File: config.mk
export PLATFORM = sky130hd
export DESIGN_NAME = ptr_tone_ref
export DESIGN_NICKNAME = d
export VERILOG_FILES = /design/src/verilog/ptr_pkg.sv /design/src/verilog/ptr_debounce.sv /design/src/verilog/ptr_div.sv /design/src/verilog/ptr_tone_ref.sv
export VERILOG_INCLUDE_DIRS = /design/src /design/src/verilog
export SDC_FILE = /design/constraint.sdc
export NUM_CORES = 1
export LEC_CHECK = 0
export ABC_AREA = 0
export ABC_CLOCK_PERIOD_IN_PS = 5100
export BUFFER_PORTS_ARGS = -buffer_cell sky130_fd_sc_hd__buf_2
export CORE_MARGIN = 2
export CORE_UTILIZATION = 40
export DETAILED_ROUTE_END_ITERATION = 6
export RECOVER_POWER = 100
export SYNTH_ARGS = -nofsm -noshare
export SYNTH_HDL_FRONTEND = slang
export SYNTH_SLANG_ARGS = --single-unit
File: constraint.sdc
create_clock -name core_clk -period 5.1 [get_ports core_clk]
set_input_delay 0.255 -clock core_clk [delete_from_list [all_inputs] [get_ports core_clk]]
set_output_delay 0.255 -clock core_clk [all_outputs]
set_load 0.01 [all_outputs]
File: src/verilog/ptr_defs.svh
`ifndef PTR_DEFS_SVH
`define PTR_DEFS_SVH

// Core clock and output frequencies
`define PTR_CLK_HZ        64'd200000000
`define PTR_RT_HZ         64'd32768
`define PTR_FAST_32K_HZ   64'd16384
`define PTR_FAST_76K_HZ   64'd19200
`define PTR_REF64_HZ      64'd64
`define PTR_REF16_HZ      64'd16
`define PTR_SLOW_PERIOD_S 64'd60
`define PTR_TONE_2K_DHZ   64'd20000
`define PTR_TONE_4K_DHZ   64'd40000
`define PTR_TONE_3K2_DHZ  64'd32000
`define PTR_TONE_2K7_DHZ  64'd27000

// Half period in core cycles, rounded down
`define PTR_HALF_HZ(f)   (`PTR_CLK_HZ / (64'd2 * (f)))
`define PTR_HALF_DHZ(f)  (`PTR_CLK_HZ * 64'd10 / (64'd2 * (f)))
`define PTR_HALF_SLOW    (`PTR_CLK_HZ * `PTR_SLOW_PERIOD_S / 64'd2)

// Divider and filter
`define PTR_CNT_W        33
`define PTR_DIV_RST_HALF 33'h000000001
`define PTR_DEB_LAST     3'h3

// Register map
`define PTR_ADDR_W       12
`define PTR_CTRL_OFS     12'h000
`define PTR_STATUS_OFS   12'h004
`define PTR_INTSTAT_OFS  12'h008
`define PTR_INTMASK_OFS  12'h00C
`define PTR_CTRL_RST     9'h003
`define PTR_NIRQ         2
`define PTR_IRQ_RISE     0
`define PTR_IRQ_FALL     1

// Select codes
`define PTR_SEL_FAST     2'h0
`define PTR_SEL_64       2'h1
`define PTR_SEL_16       2'h2
`define PTR_SEL_SLOW     2'h3

`endif

File: src/verilog/ptr_pkg.sv
package ptr_pkg;
    // Control word, top bit first, bit 0 at the bottom
    typedef struct packed {
        logic       extAddrOpt;
        logic       optWaitDone;
        logic       xtal76k;
        logic [1:0] outBFreqSel;
        logic [1:0] outAFreqSel;
        logic       outADisableOpt;
        logic       battSensePinMode;
    } ptr_ctrl_t;

    // Status word
    typedef struct packed {
        logic tonePhase;
        logic toneSelB;
        logic battLowFlag;
    } ptr_status_t;

    // Register decode result
    typedef enum logic [2:0] {
        PTR_R_CTRL, PTR_R_STATUS, PTR_R_INTSTAT, PTR_R_INTMASK, PTR_R_NONE
    } ptr_reg_t;
endpackage : ptr_pkg

File: src/verilog/ptr_debounce.sv
`timescale 1ns/1ps
`include "ptr_defs.svh"

module ptr_debounce (
    input  wire logic core_clk,
    input  wire logic nrst,
    input  wire logic sampleStb,
    input  wire logic senseIn,
    output logic      flag
);
    import ptr_pkg::*;

    logic [2:0] highCnt_reg;
    logic [2:0] lowCnt_reg;
    logic       flag_reg;

    // Run lengths of equal samples, four in a row flips the flag
    always_ff @(posedge core_clk or negedge nrst) begin
        if (!nrst) begin
            highCnt_reg <= '0;
            lowCnt_reg  <= '0;
            flag_reg    <= 1'b0;
        end else if (sampleStb) begin
            if (senseIn) begin
                lowCnt_reg <= '0;
                if (highCnt_reg == `PTR_DEB_LAST) begin
                    flag_reg <= 1'b1;
                end else begin
                    highCnt_reg <= highCnt_reg + 3'h1;
                end
            end else begin
                highCnt_reg <= '0;
                if (lowCnt_reg == `PTR_DEB_LAST) begin
                    flag_reg <= 1'b0;
                end else begin
                    lowCnt_reg <= lowCnt_reg + 3'h1;
                end
            end
        end
    end

    assign flag = flag_reg;

    batt_set_a: assert property (@(posedge core_clk) disable iff (!nrst)
        $rose(flag_reg) |-> $past(highCnt_reg) == `PTR_DEB_LAST && $past(senseIn))
        else $error("low flag rose early");
    batt_clear_a: assert property (@(posedge core_clk) disable iff (!nrst)
        $fell(flag_reg) |-> $past(lowCnt_reg) == `PTR_DEB_LAST && !$past(senseIn))
        else $error("low flag fell early");
endmodule : ptr_debounce

File: src/verilog/ptr_div.sv
`timescale 1ns/1ps
`include "ptr_defs.svh"

module ptr_div (
    input  wire logic                   core_clk,
    input  wire logic                   nrst,
    input  wire logic [`PTR_CNT_W-1:0]  halfIn,
    output logic                        phase
);
    import ptr_pkg::*;

    logic [`PTR_CNT_W-1:0] cnt_reg;
    logic [`PTR_CNT_W-1:0] half_reg;
    logic                  phase_reg;
    logic                  terminal;

    // End of a half period
    assign terminal = (cnt_reg >= half_reg - `PTR_DIV_RST_HALF);

    // New half period only taken at a boundary, so no runt pulses
    always_ff @(posedge core_clk or negedge nrst) begin
        if (!nrst) begin
            cnt_reg   <= '0;
            half_reg  <= `PTR_DIV_RST_HALF;
            phase_reg <= 1'b0;
        end else if (terminal) begin
            cnt_reg   <= '0;
            half_reg  <= (halfIn == '0) ? `PTR_DIV_RST_HALF : halfIn;
            phase_reg <= ~phase_reg;
        end else begin
            cnt_reg   <= cnt_reg + `PTR_DIV_RST_HALF;
        end
    end

    assign phase = phase_reg;

    div_toggle_a: assert property (@(posedge core_clk) disable iff (!nrst)
        terminal |=> phase_reg != $past(phase_reg))
        else $error("divider missed its toggle");
    div_steady_a: assert property (@(posedge core_clk) disable iff (!nrst)
        !terminal |=> $stable(phase_reg) && $stable(half_reg))
        else $error("divider changed mid period");
endmodule : ptr_div

File: src/verilog/ptr_tone_ref.sv
// Overview of operation
// - Output B frequency by two-bit select: fast, 64 Hz, 16 Hz, 1/60 Hz.
// - Outputs A and B on equal frequency run in opposite phase.
// - Tone frequency by select pins B,A: 2, 4, 3.2, 2.7 KHz.
// - Select B only used in pin mode 1, else forced high.
// - Pin mode 0 makes the shared pin battery sense, 1 makes it select B.
// - Battery sense sampled on each rise of RF power control.
// - Low flag sets after four high samples, clears after four low.
// - Tone output floats when alert off, else pulls low only.
// - Output B holds high while its enable is low.
// - Output A only runs after the option wait phase ends.
// - Output A disable option: 0 enables, 1 disables.
//
// Register access over APB and the placing of the registers were left to the implementer.
`timescale 1ns/1ps
`include "ptr_defs.svh"

module ptr_tone_ref #(
    parameter logic [32:0] HALF_RT   = 33'(`PTR_HALF_HZ(`PTR_RT_HZ)),
    parameter logic [32:0] HALF_F32  = 33'(`PTR_HALF_HZ(`PTR_FAST_32K_HZ)),
    parameter logic [32:0] HALF_F76  = 33'(`PTR_HALF_HZ(`PTR_FAST_76K_HZ)),
    parameter logic [32:0] HALF_64   = 33'(`PTR_HALF_HZ(`PTR_REF64_HZ)),
    parameter logic [32:0] HALF_16   = 33'(`PTR_HALF_HZ(`PTR_REF16_HZ)),
    parameter logic [32:0] HALF_SLOW = 33'(`PTR_HALF_SLOW),
    parameter logic [32:0] HALF_T2K  = 33'(`PTR_HALF_DHZ(`PTR_TONE_2K_DHZ)),
    parameter logic [32:0] HALF_T4K  = 33'(`PTR_HALF_DHZ(`PTR_TONE_4K_DHZ)),
    parameter logic [32:0] HALF_T3K2 = 33'(`PTR_HALF_DHZ(`PTR_TONE_3K2_DHZ)),
    parameter logic [32:0] HALF_T2K7 = 33'(`PTR_HALF_DHZ(`PTR_TONE_2K7_DHZ))
) (
    input  wire logic                   core_clk,
    input  wire logic                   nrst,
    input  wire logic                   psel,
    input  wire logic                   penable,
    input  wire logic                   pwrite,
    input  wire logic [`PTR_ADDR_W-1:0] paddr,
    input  wire logic [31:0]            pwdata,
    output logic      [31:0]            prdata,
    output logic                        pready,
    output logic                        pslverr,
    input  wire logic                   toneSelPinA,
    input  wire logic                   toneSelPinB,
    input  wire logic                   rfPowerCtl,
    input  wire logic                   alertEnableIn,
    input  wire logic                   outBEnableIn,
    output logic                        refClkOutA,
    output logic                        refClkOutB,
    output logic                        toneOut,
    output logic                        toneOutEnN,
    output logic                        battLowFlagOut,
    output logic                        irq
);
    import ptr_pkg::*;

    // Register decode, shared by read and write paths
    function automatic ptr_reg_t regDecode(input logic [`PTR_ADDR_W-1:0] a);
        case (a)
            `PTR_CTRL_OFS:    regDecode = PTR_R_CTRL;
            `PTR_STATUS_OFS:  regDecode = PTR_R_STATUS;
            `PTR_INTSTAT_OFS: regDecode = PTR_R_INTSTAT;
            `PTR_INTMASK_OFS: regDecode = PTR_R_INTMASK;
            default:          regDecode = PTR_R_NONE;
        endcase
    endfunction : regDecode

    // Reference select to half period, shared by both outputs
    function automatic logic [32:0] refHalf(input logic [1:0] sel,
                                            input logic [32:0] fast);
        case (sel)
            `PTR_SEL_FAST: refHalf = fast;
            `PTR_SEL_64:   refHalf = HALF_64;
            `PTR_SEL_16:   refHalf = HALF_16;
            `PTR_SEL_SLOW: refHalf = HALF_SLOW;
            default:       refHalf = fast;
        endcase
    endfunction : refHalf

    ptr_ctrl_t              ctrl_reg;
    logic [`PTR_NIRQ-1:0]   intStat_reg;
    logic [`PTR_NIRQ-1:0]   intMask_reg;
    logic [31:0]            prdata_reg;
    logic                   pready_reg;
    logic                   pslverr_reg;
    logic                   rfPrev_reg;
    logic                   flagPrev_reg;
    logic                   refA_reg;
    logic                   refB_reg;
    logic                   toneOut_reg;
    logic                   toneOutEnN_reg;
    logic                   irq_reg;
    ptr_status_t            status;
    ptr_reg_t               setupSel;
    ptr_reg_t               accessSel;
    logic                   setupPhase;
    logic                   wrStb;
    logic [31:0]            readMux;
    logic                   toneSelB;
    logic                   sampleStb;
    logic                   battLowFlag;
    logic [`PTR_NIRQ-1:0]   events;
    logic [32:0]            halfA;
    logic [32:0]            halfB;
    logic [32:0]            halfTone;
    logic                   phaseA;
    logic                   phaseB;
    logic                   tonePhase;
    logic                   aActive;
    logic                   sameFreq;

    // Bus phase decode
    assign setupPhase = psel & ~penable;
    assign setupSel   = regDecode(paddr);
    assign accessSel  = regDecode(paddr);
    assign wrStb      = psel & penable & pready_reg & pwrite;

    // Status view
    assign status.battLowFlag = battLowFlag;
    assign status.toneSelB    = toneSelB;
    assign status.tonePhase   = tonePhase;

    // Read data selection
    always_comb begin
        readMux = '0;
        case (setupSel)
            PTR_R_CTRL:    readMux = 32'(ctrl_reg);
            PTR_R_STATUS:  readMux = 32'(status);
            PTR_R_INTSTAT: readMux = 32'(intStat_reg);
            PTR_R_INTMASK: readMux = 32'(intMask_reg);
            default:       readMux = '0;
        endcase
    end

    // Slave answers in the first access cycle, no wait states
    always_ff @(posedge core_clk or negedge nrst) begin
        if (!nrst) begin
            pready_reg  <= 1'b0;
            pslverr_reg <= 1'b0;
            prdata_reg  <= '0;
        end else begin
            pready_reg  <= setupPhase;
            pslverr_reg <= setupPhase & (setupSel == PTR_R_NONE);
            prdata_reg  <= (setupPhase & ~pwrite) ? readMux : '0;
        end
    end

    // Control word; writes take effect at the access edge
    always_ff @(posedge core_clk or negedge nrst) begin
        if (!nrst) begin
            ctrl_reg <= ptr_ctrl_t'(`PTR_CTRL_RST);
        end else if (wrStb && accessSel == PTR_R_CTRL) begin
            ctrl_reg <= ptr_ctrl_t'(pwdata[$bits(ptr_ctrl_t)-1:0]);
        end
    end

    // Interrupt mask
    always_ff @(posedge core_clk or negedge nrst) begin
        if (!nrst) begin
            intMask_reg <= '0;
        end else if (wrStb && accessSel == PTR_R_INTMASK) begin
            intMask_reg <= pwdata[`PTR_NIRQ-1:0];
        end
    end

    // Sticky events, write one to clear, a new event wins
    generate
        for (genvar i = 0; i < `PTR_NIRQ; i++) begin : gIrq
            always_ff @(posedge core_clk or negedge nrst) begin
                if (!nrst) begin
                    intStat_reg[i] <= 1'b0;
                end else if (events[i]) begin
                    intStat_reg[i] <= 1'b1;
                end else if (wrStb && accessSel == PTR_R_INTSTAT && pwdata[i]) begin
                    intStat_reg[i] <= 1'b0;
                end
            end
        end
    endgenerate

    // Level interrupt
    always_ff @(posedge core_clk or negedge nrst) begin
        if (!nrst) begin
            irq_reg <= 1'b0;
        end else begin
            irq_reg <= |(intStat_reg & intMask_reg);
        end
    end

    // Shared pin: select B in mode 1, forced high in mode 0
    assign toneSelB = ctrl_reg.battSensePinMode ? toneSelPinB : 1'b1;

    // One battery sample per rise of RF power control
    always_ff @(posedge core_clk or negedge nrst) begin
        if (!nrst) begin
            rfPrev_reg   <= 1'b0;
            flagPrev_reg <= 1'b0;
        end else begin
            rfPrev_reg   <= rfPowerCtl;
            flagPrev_reg <= battLowFlag;
        end
    end

    assign sampleStb = rfPowerCtl & ~rfPrev_reg & ~ctrl_reg.battSensePinMode;
    assign events[`PTR_IRQ_RISE] = battLowFlag & ~flagPrev_reg;
    assign events[`PTR_IRQ_FALL] = ~battLowFlag & flagPrev_reg;

    // Four-sample filter on the battery sense
    ptr_debounce uDeb (
        .core_clk  (core_clk),
        .nrst      (nrst),
        .sampleStb (sampleStb),
        .senseIn   (toneSelPinB),
        .flag      (battLowFlag)
    );

    // Frequency selection per output
    assign halfA = refHalf(ctrl_reg.outAFreqSel, HALF_RT);
    assign halfB = refHalf(ctrl_reg.outBFreqSel,
                           ctrl_reg.xtal76k ? HALF_F76 : HALF_F32);

    // Tone select, pin B then pin A
    always_comb begin
        case ({toneSelB, toneSelPinA})
            2'h0:    halfTone = HALF_T2K;
            2'h1:    halfTone = HALF_T4K;
            2'h2:    halfTone = HALF_T3K2;
            2'h3:    halfTone = HALF_T2K7;
            default: halfTone = HALF_T2K7;
        endcase
    end

    // Counter dividers off the core clock
    ptr_div uDivA (
        .core_clk (core_clk),
        .nrst     (nrst),
        .halfIn   (halfA),
        .phase    (phaseA)
    );

    ptr_div uDivB (
        .core_clk (core_clk),
        .nrst     (nrst),
        .halfIn   (halfB),
        .phase    (phaseB)
    );

    ptr_div uDivT (
        .core_clk (core_clk),
        .nrst     (nrst),
        .halfIn   (halfTone),
        .phase    (tonePhase)
    );

    // Output A gating and phase relation of B
    assign aActive  = ctrl_reg.optWaitDone & ~ctrl_reg.outADisableOpt;
    assign sameFreq = (ctrl_reg.outAFreqSel == ctrl_reg.outBFreqSel) &&
                      (ctrl_reg.outBFreqSel != `PTR_SEL_FAST);

    // Reference outputs
    always_ff @(posedge core_clk or negedge nrst) begin
        if (!nrst) begin
            refA_reg <= 1'b1;
            refB_reg <= 1'b1;
        end else begin
            refA_reg <= aActive ? phaseA : 1'b1;
            if (!outBEnableIn) begin
                refB_reg <= 1'b1;
            end else if (sameFreq) begin
                refB_reg <= ~phaseA;
            end else begin
                refB_reg <= phaseB;
            end
        end
    end

    // Open-drain tone: drive low only, enable low while driving
    always_ff @(posedge core_clk or negedge nrst) begin
        if (!nrst) begin
            toneOut_reg    <= 1'b0;
            toneOutEnN_reg <= 1'b1;
        end else begin
            toneOut_reg    <= 1'b0;
            toneOutEnN_reg <= ~(alertEnableIn & ~tonePhase);
        end
    end

    assign prdata         = prdata_reg;
    assign pready         = pready_reg;
    assign pslverr        = pslverr_reg;
    assign refClkOutA     = refA_reg;
    assign refClkOutB     = refB_reg;
    assign toneOut        = toneOut_reg;
    assign toneOutEnN     = toneOutEnN_reg;
    assign battLowFlagOut = battLowFlag;
    assign irq            = irq_reg;

    tone_float_a: assert property (@(posedge core_clk) disable iff (!nrst)
        !alertEnableIn |=> toneOutEnN)
        else $error("tone driven while alert off");
    tone_drive_a: assert property (@(posedge core_clk) disable iff (!nrst)
        alertEnableIn && !tonePhase |=> !toneOutEnN && !toneOut)
        else $error("tone not pulled low");
    outb_hold_a: assert property (@(posedge core_clk) disable iff (!nrst)
        !outBEnableIn [*2] |-> refClkOutB)
        else $error("output B not held high");
    outa_wait_a: assert property (@(posedge core_clk) disable iff (!nrst)
        !ctrl_reg.optWaitDone |=> refClkOutA)
        else $error("output A ran before wait end");
    phase_split_a: assert property (@(posedge core_clk) disable iff (!nrst)
        outBEnableIn && aActive && sameFreq |=> refClkOutB != refClkOutA)
        else $error("equal outputs share phase");
    selb_force_a: assert property (@(posedge core_clk) disable iff (!nrst)
        !ctrl_reg.battSensePinMode |-> toneSelB && halfTone != HALF_T2K
                                       && halfTone != HALF_T4K)
        else $error("select B not forced high");
    sample_gate_a: assert property (@(posedge core_clk) disable iff (!nrst)
        ctrl_reg.battSensePinMode || !$rose(rfPowerCtl) |-> !sampleStb)
        else $error("battery sampled outside power rise");
    freq_b_a: assert property (@(posedge core_clk) disable iff (!nrst)
        ctrl_reg.outBFreqSel == `PTR_SEL_SLOW |-> halfB == HALF_SLOW)
        else $error("output B slow select wrong");
    irq_level_a: assert property (@(posedge core_clk) disable iff (!nrst)
        |(intStat_reg & intMask_reg) |=> irq)
        else $error("interrupt not raised");

    // Bus answer, refusal, sticky event capture, output A disable, shared pin and low tone select
    bus_answer_a: assert property (@(posedge core_clk) disable iff (!nrst)
        setupPhase |=> pready)
        else $error("no answer in access cycle");
    bus_error_a: assert property (@(posedge core_clk) disable iff (!nrst)
        setupPhase && setupSel == PTR_R_NONE |=> pslverr && prdata == '0)
        else $error("unmapped access not refused");
    stat_set_a: assert property (@(posedge core_clk) disable iff (!nrst)
        events != '0 |=> (intStat_reg & $past(events)) == $past(events))
        else $error("interrupt event lost");
    outa_off_a: assert property (@(posedge core_clk) disable iff (!nrst)
        ctrl_reg.outADisableOpt |=> refClkOutA)
        else $error("output A ran while disabled");
    selb_pin_a: assert property (@(posedge core_clk) disable iff (!nrst)
        ctrl_reg.battSensePinMode |-> toneSelB == toneSelPinB && !sampleStb)
        else $error("shared pin not used as select");
    tone_low_a: assert property (@(posedge core_clk) disable iff (!nrst)
        !toneSelB && !toneSelPinA |-> halfTone == HALF_T2K)
        else $error("low select pins not lowest tone");
endmodule : ptr_tone_ref
==> impl_metrics.py <==
metrics = {
    "run_status": {
        "status": "complete, but fails checks",
        "violations": "capacitance limit, slew limit",
    },
    "power": {
        "power_switching_uw": 675,
        "p_int_mw": 2.24,
        "ir_worst_vdd_mv": 0.209,
        "p_comb_frac": 0.037,
        "clkPwrFrac": 0.477,
        "sw_frac_of_total": 0.232,
        "p_per_area_nw_per_um2": 236,
        "p_leak_nw": 6.08,
        "seqPwrFrac": 0.486,
    },
    "synthesis": {
        "synth-main-ff-cell": "dfrtp_1",
        "synth_compound_area_frac": 0.0580,
        "synth_cell_types": 60,
        "synth_top_area_cell": "dfrtp_1",
        "synth_adder_area_share": 0.142,
        "synth_top_area_share": 0.371,
        "ys_ff_latch": 174,
        "synthMuxAreaShare": 0.0481,
        "syn_area_um2": 11200,
        "syn_inst": 1174,
        "synthXorXnorAreaFrac": 0.0954,
        "synth_top_family_by_area": "simple AND/OR/NAND/NOR gates",
        "async_reset_ff_frac": 1.00,
        "ys_warn_count": 0,
        "yosys.area_share.simple": 0.217,
        "syn_area_per_cell_um2": 9.54,
        "ys_seq_area_frac": 0.390,
        "synth-edff-count": 0,
        "synth_area_leaders": "dfrtp_1 37%, ha_1 14%, nor2_1 6.3%",
    },
    "final_layout": {
        "antenna_cells": 0,
        "design_area_um2": 12400,
        "post_route_cells_drive_above_1_share": 0.110,
        "nets": 1410,
        "multi_input_area_um2": 6360,
        "syn_to_final_growth_pct": 10.3,
        "ff_latch_area_um2": 4360,
        "fillCellCount": 2702,
    },
    "setup_path": {
        "r2r-end": "uDivT.cnt_reg[5]",
        "reg2reg_from": "uDivT.half_reg[11]",
        "ff2ff_path_depth": 16,
        "critPathArrivalTime_ns": 4.80,
        "criticalPathCategory": "reg2reg",
        "startpoint_type": "flop",
        "r2r_slack_ns": 0.58,
        "critPathRequiredTime_ns": 5.38,
        "cp_max_fo": 29,
        "endpoint_kind": "flop",
    },
    "timing": {
        "drv_slew": 175,
        "max_freq_ghz": 0.221,
        "setup_tns_ns": 0,
        "hold_viol_final": 0,
        "hold_ws_ns": 0.0667,
        "slew_headroom": -1.91,
        "skew_ns": 0.0110,
        "rsz0062_at_grt": "false",
        "setup_violations": 0,
        "timing.final.crit_period_ns": 4.52,
        "worst_pin_slew_ns": 4.36,
        "min_period_over_period": 0.885,
    },
    "clock_network": {
        "cts_max_path_buffers": 2,
        "clk_pin_slew_worst_paths_ns": 0.07,
        "clockRootBuffer": "clkbuf_16",
        "postCtsSetupRepairBufs": 0,
        "numCtsBuffers": 17,
        "cts_tree": "done",
        "cts_sinks": 174,
        "h-tree-depth": 4,
        "cts_hold_buf": 4,
        "clock_latency_ns": 0.44,
        "post_cts_resized": 0,
    },
    "routing": {
        "dr.pass1.iters": 5,
        "antenna_left": 0,
        "drc": 0,
        "viasPerCell": 5.05,
        "wl_per_cell_um": 14.0,
        "vias": 8175,
        "drt_iter0_drc": 477,
        "drt-total-wl_mm": 22.6,
    },
    "floorplanning": {
        "start_util": 0.404,
        "core_area_um2": 27700,
        "die_height_um": 171,
        "die-area_um2": 29400,
        "num_rows": 61,
        "die_w_um": 171,
        "io_pins": 94,
    },
    "global_routing": {
        "grt-ovfl-total": 0,
        "grt_pass1_vias": 7918,
        "grt.total_usage": 0.165,
        "grt_max_degree": 175,
        "grt_pass1_wl_mm": 39.3,
        "grt_antenna_before_repair": 1,
    },
    "place": {
        "placed_area_um2": 11700,
        "port-buffer-count": 46,
        "gp_congestion": 0.844,
        "hpwl_mm": 16.4,
    },
    "min_path": {
        "timing.hold.worst.class": "in2reg",
        "hold_path_startpoint": "pwdata[6]",
        "hold_depth": 2,
        "min_to": "ctrl_reg[6]",
    },
    "run": {
        "drv_cap": 1,
    },
}
## layout by cell type (no fill, tap or decap), drive strengths merged, types with 13 or more instances in the layout
| cell | instances |
|---|---|
| buf | 38 |
| o21ai | 16 |
| mux2 | 35 |
| xor2 | 65 |
| dfrtp | 166 |
| nand2 | 91 |
| nor2 | 198 |
| nor3 | 23 |
| a21oi | 57 |
| inv | 54 |
| xnor2 | 57 |
| conb | 24 |
| nand4 | 42 |
| and3 | 13 |
| nor4 | 21 |
| nand3 | 54 |
| ha | 127 |
| clkbuf | 42 |
## synth_stat cells (3+ instances only)
library cell	count
and2_1	6
mux2_2	35
nand3_1	54
or3_1	3
buf_6	8
nand4_1	42
nor3_1	23
mux2i_1	10
dfstp_2	8
a211oi_1	5
a21o_1	4
o21a_1	4
a221o_1	3
nand2b_1	6
xor2_1	65
nor2_4	8
ha_1	127
nor2_1	188
a21oi_1	57
clkbuf_1	14
nor4_1	18
nand2_1	90
buf_4	27
nor2b_1	8
xnor2_1	57
or4_1	3
inv_1	48
o21ai_0	16
and3_1	13
a22o_1	5
and4_1	12
dfrtp_1	166
or2_2	3
## area by class of cell
class	instances	area share
Multi-Input combinational cell	922	0.515
Sequential cell	174	0.353
Tap cell	378	0.0383
Clock buffer	19	0.0359
Timing Repair Buffer	65	0.0283
Inverter	49	0.0149
Clock inverter	13	0.0143
## worst max path at each step
stage | end | start | cells after the start | slack (ns)
4_1_cts | uDivB.cnt_reg[2] | uDivB.half_reg[8] | 14 | 0.60
6_report | uDivT.cnt_reg[5] | uDivT.half_reg[11] | 16 | 0.58
5_1_grt | uDivB.cnt_reg[28] | uDivB.half_reg[8] | 14 | 0.13
3_3_place_gp | uDivB.cnt_reg[2] | uDivB.half_reg[8] | 14 | 0.70
3_5_place_dp | uDivB.cnt_reg[6] | uDivB.half_reg[8] | 14 | 0.61
2_1_floorplan | uDivA.half_reg[15] | uDivA.half_reg[6] | 14 | 1.33
## power by group through the flow
stage | Combinational, mW | Clock, mW | Sequential (mW)
CTS | 0.115 | 1.43 | 1.41
global route | 0.129 | 1.49 | 1.42
global placement | 0.110 | 0 | 1.44
detailed placement | 0.113 | 0 | 1.44
finish | 0.109 | 1.39 | 1.41
floorplan | 0.0688 | 0 | 1.44
## cell families (layout without fill, tap and decap cells)
kind of cell	Yosys count	count (layout)
AO/OA/AOI/OAI	108	108
XOR/XNOR	122	122
adder cells (fa/ha/maj)	127	127
buffers and inverters	101	146
flip-flops	174	174
multiplexers	47	47
other	1	24
AND/OR/NAND/NOR	494	494
## through the flow
step	worst slack (ns)	utilization	power, mW	std cells
after CTS	0.597	0.448	2.96	1620
after detailed placement	0.614	0.424	1.55	1584
after global placement	0.704	0.424	1.55	1584
after floorplan	1.33	-	1.51	1197
final	0.585	0.446	2.91	1620
after global routing	0.135	0.446	3.03	1620
## per-layer routing
metal  vias up  track usage  wire, um
met4         0       0.0505       370
met1      3924        0.233     11400
met2        86        0.258     10200
met3        23       0.0285       614
met5         -            0         0
li1       4142            -         -
## critical path, cell delays in order (launching register included)
cell      delay [ns]
dfrtp_1         0.47
inv_1           0.09
ha_1            0.18
nand2b_1        0.11
nor4_2          0.13
clkbuf_1        0.41
nand2_1         0.17
nor4_1          0.26
xnor2_1         0.12
ha_1            0.31
and4_1          0.24
nand3_1         0.09
a2111o_1        0.42
a31oi_1         0.22
or4_2           0.33
buf_2           0.64
nor2_1          0.13
(Power assumes the default switching activity.)
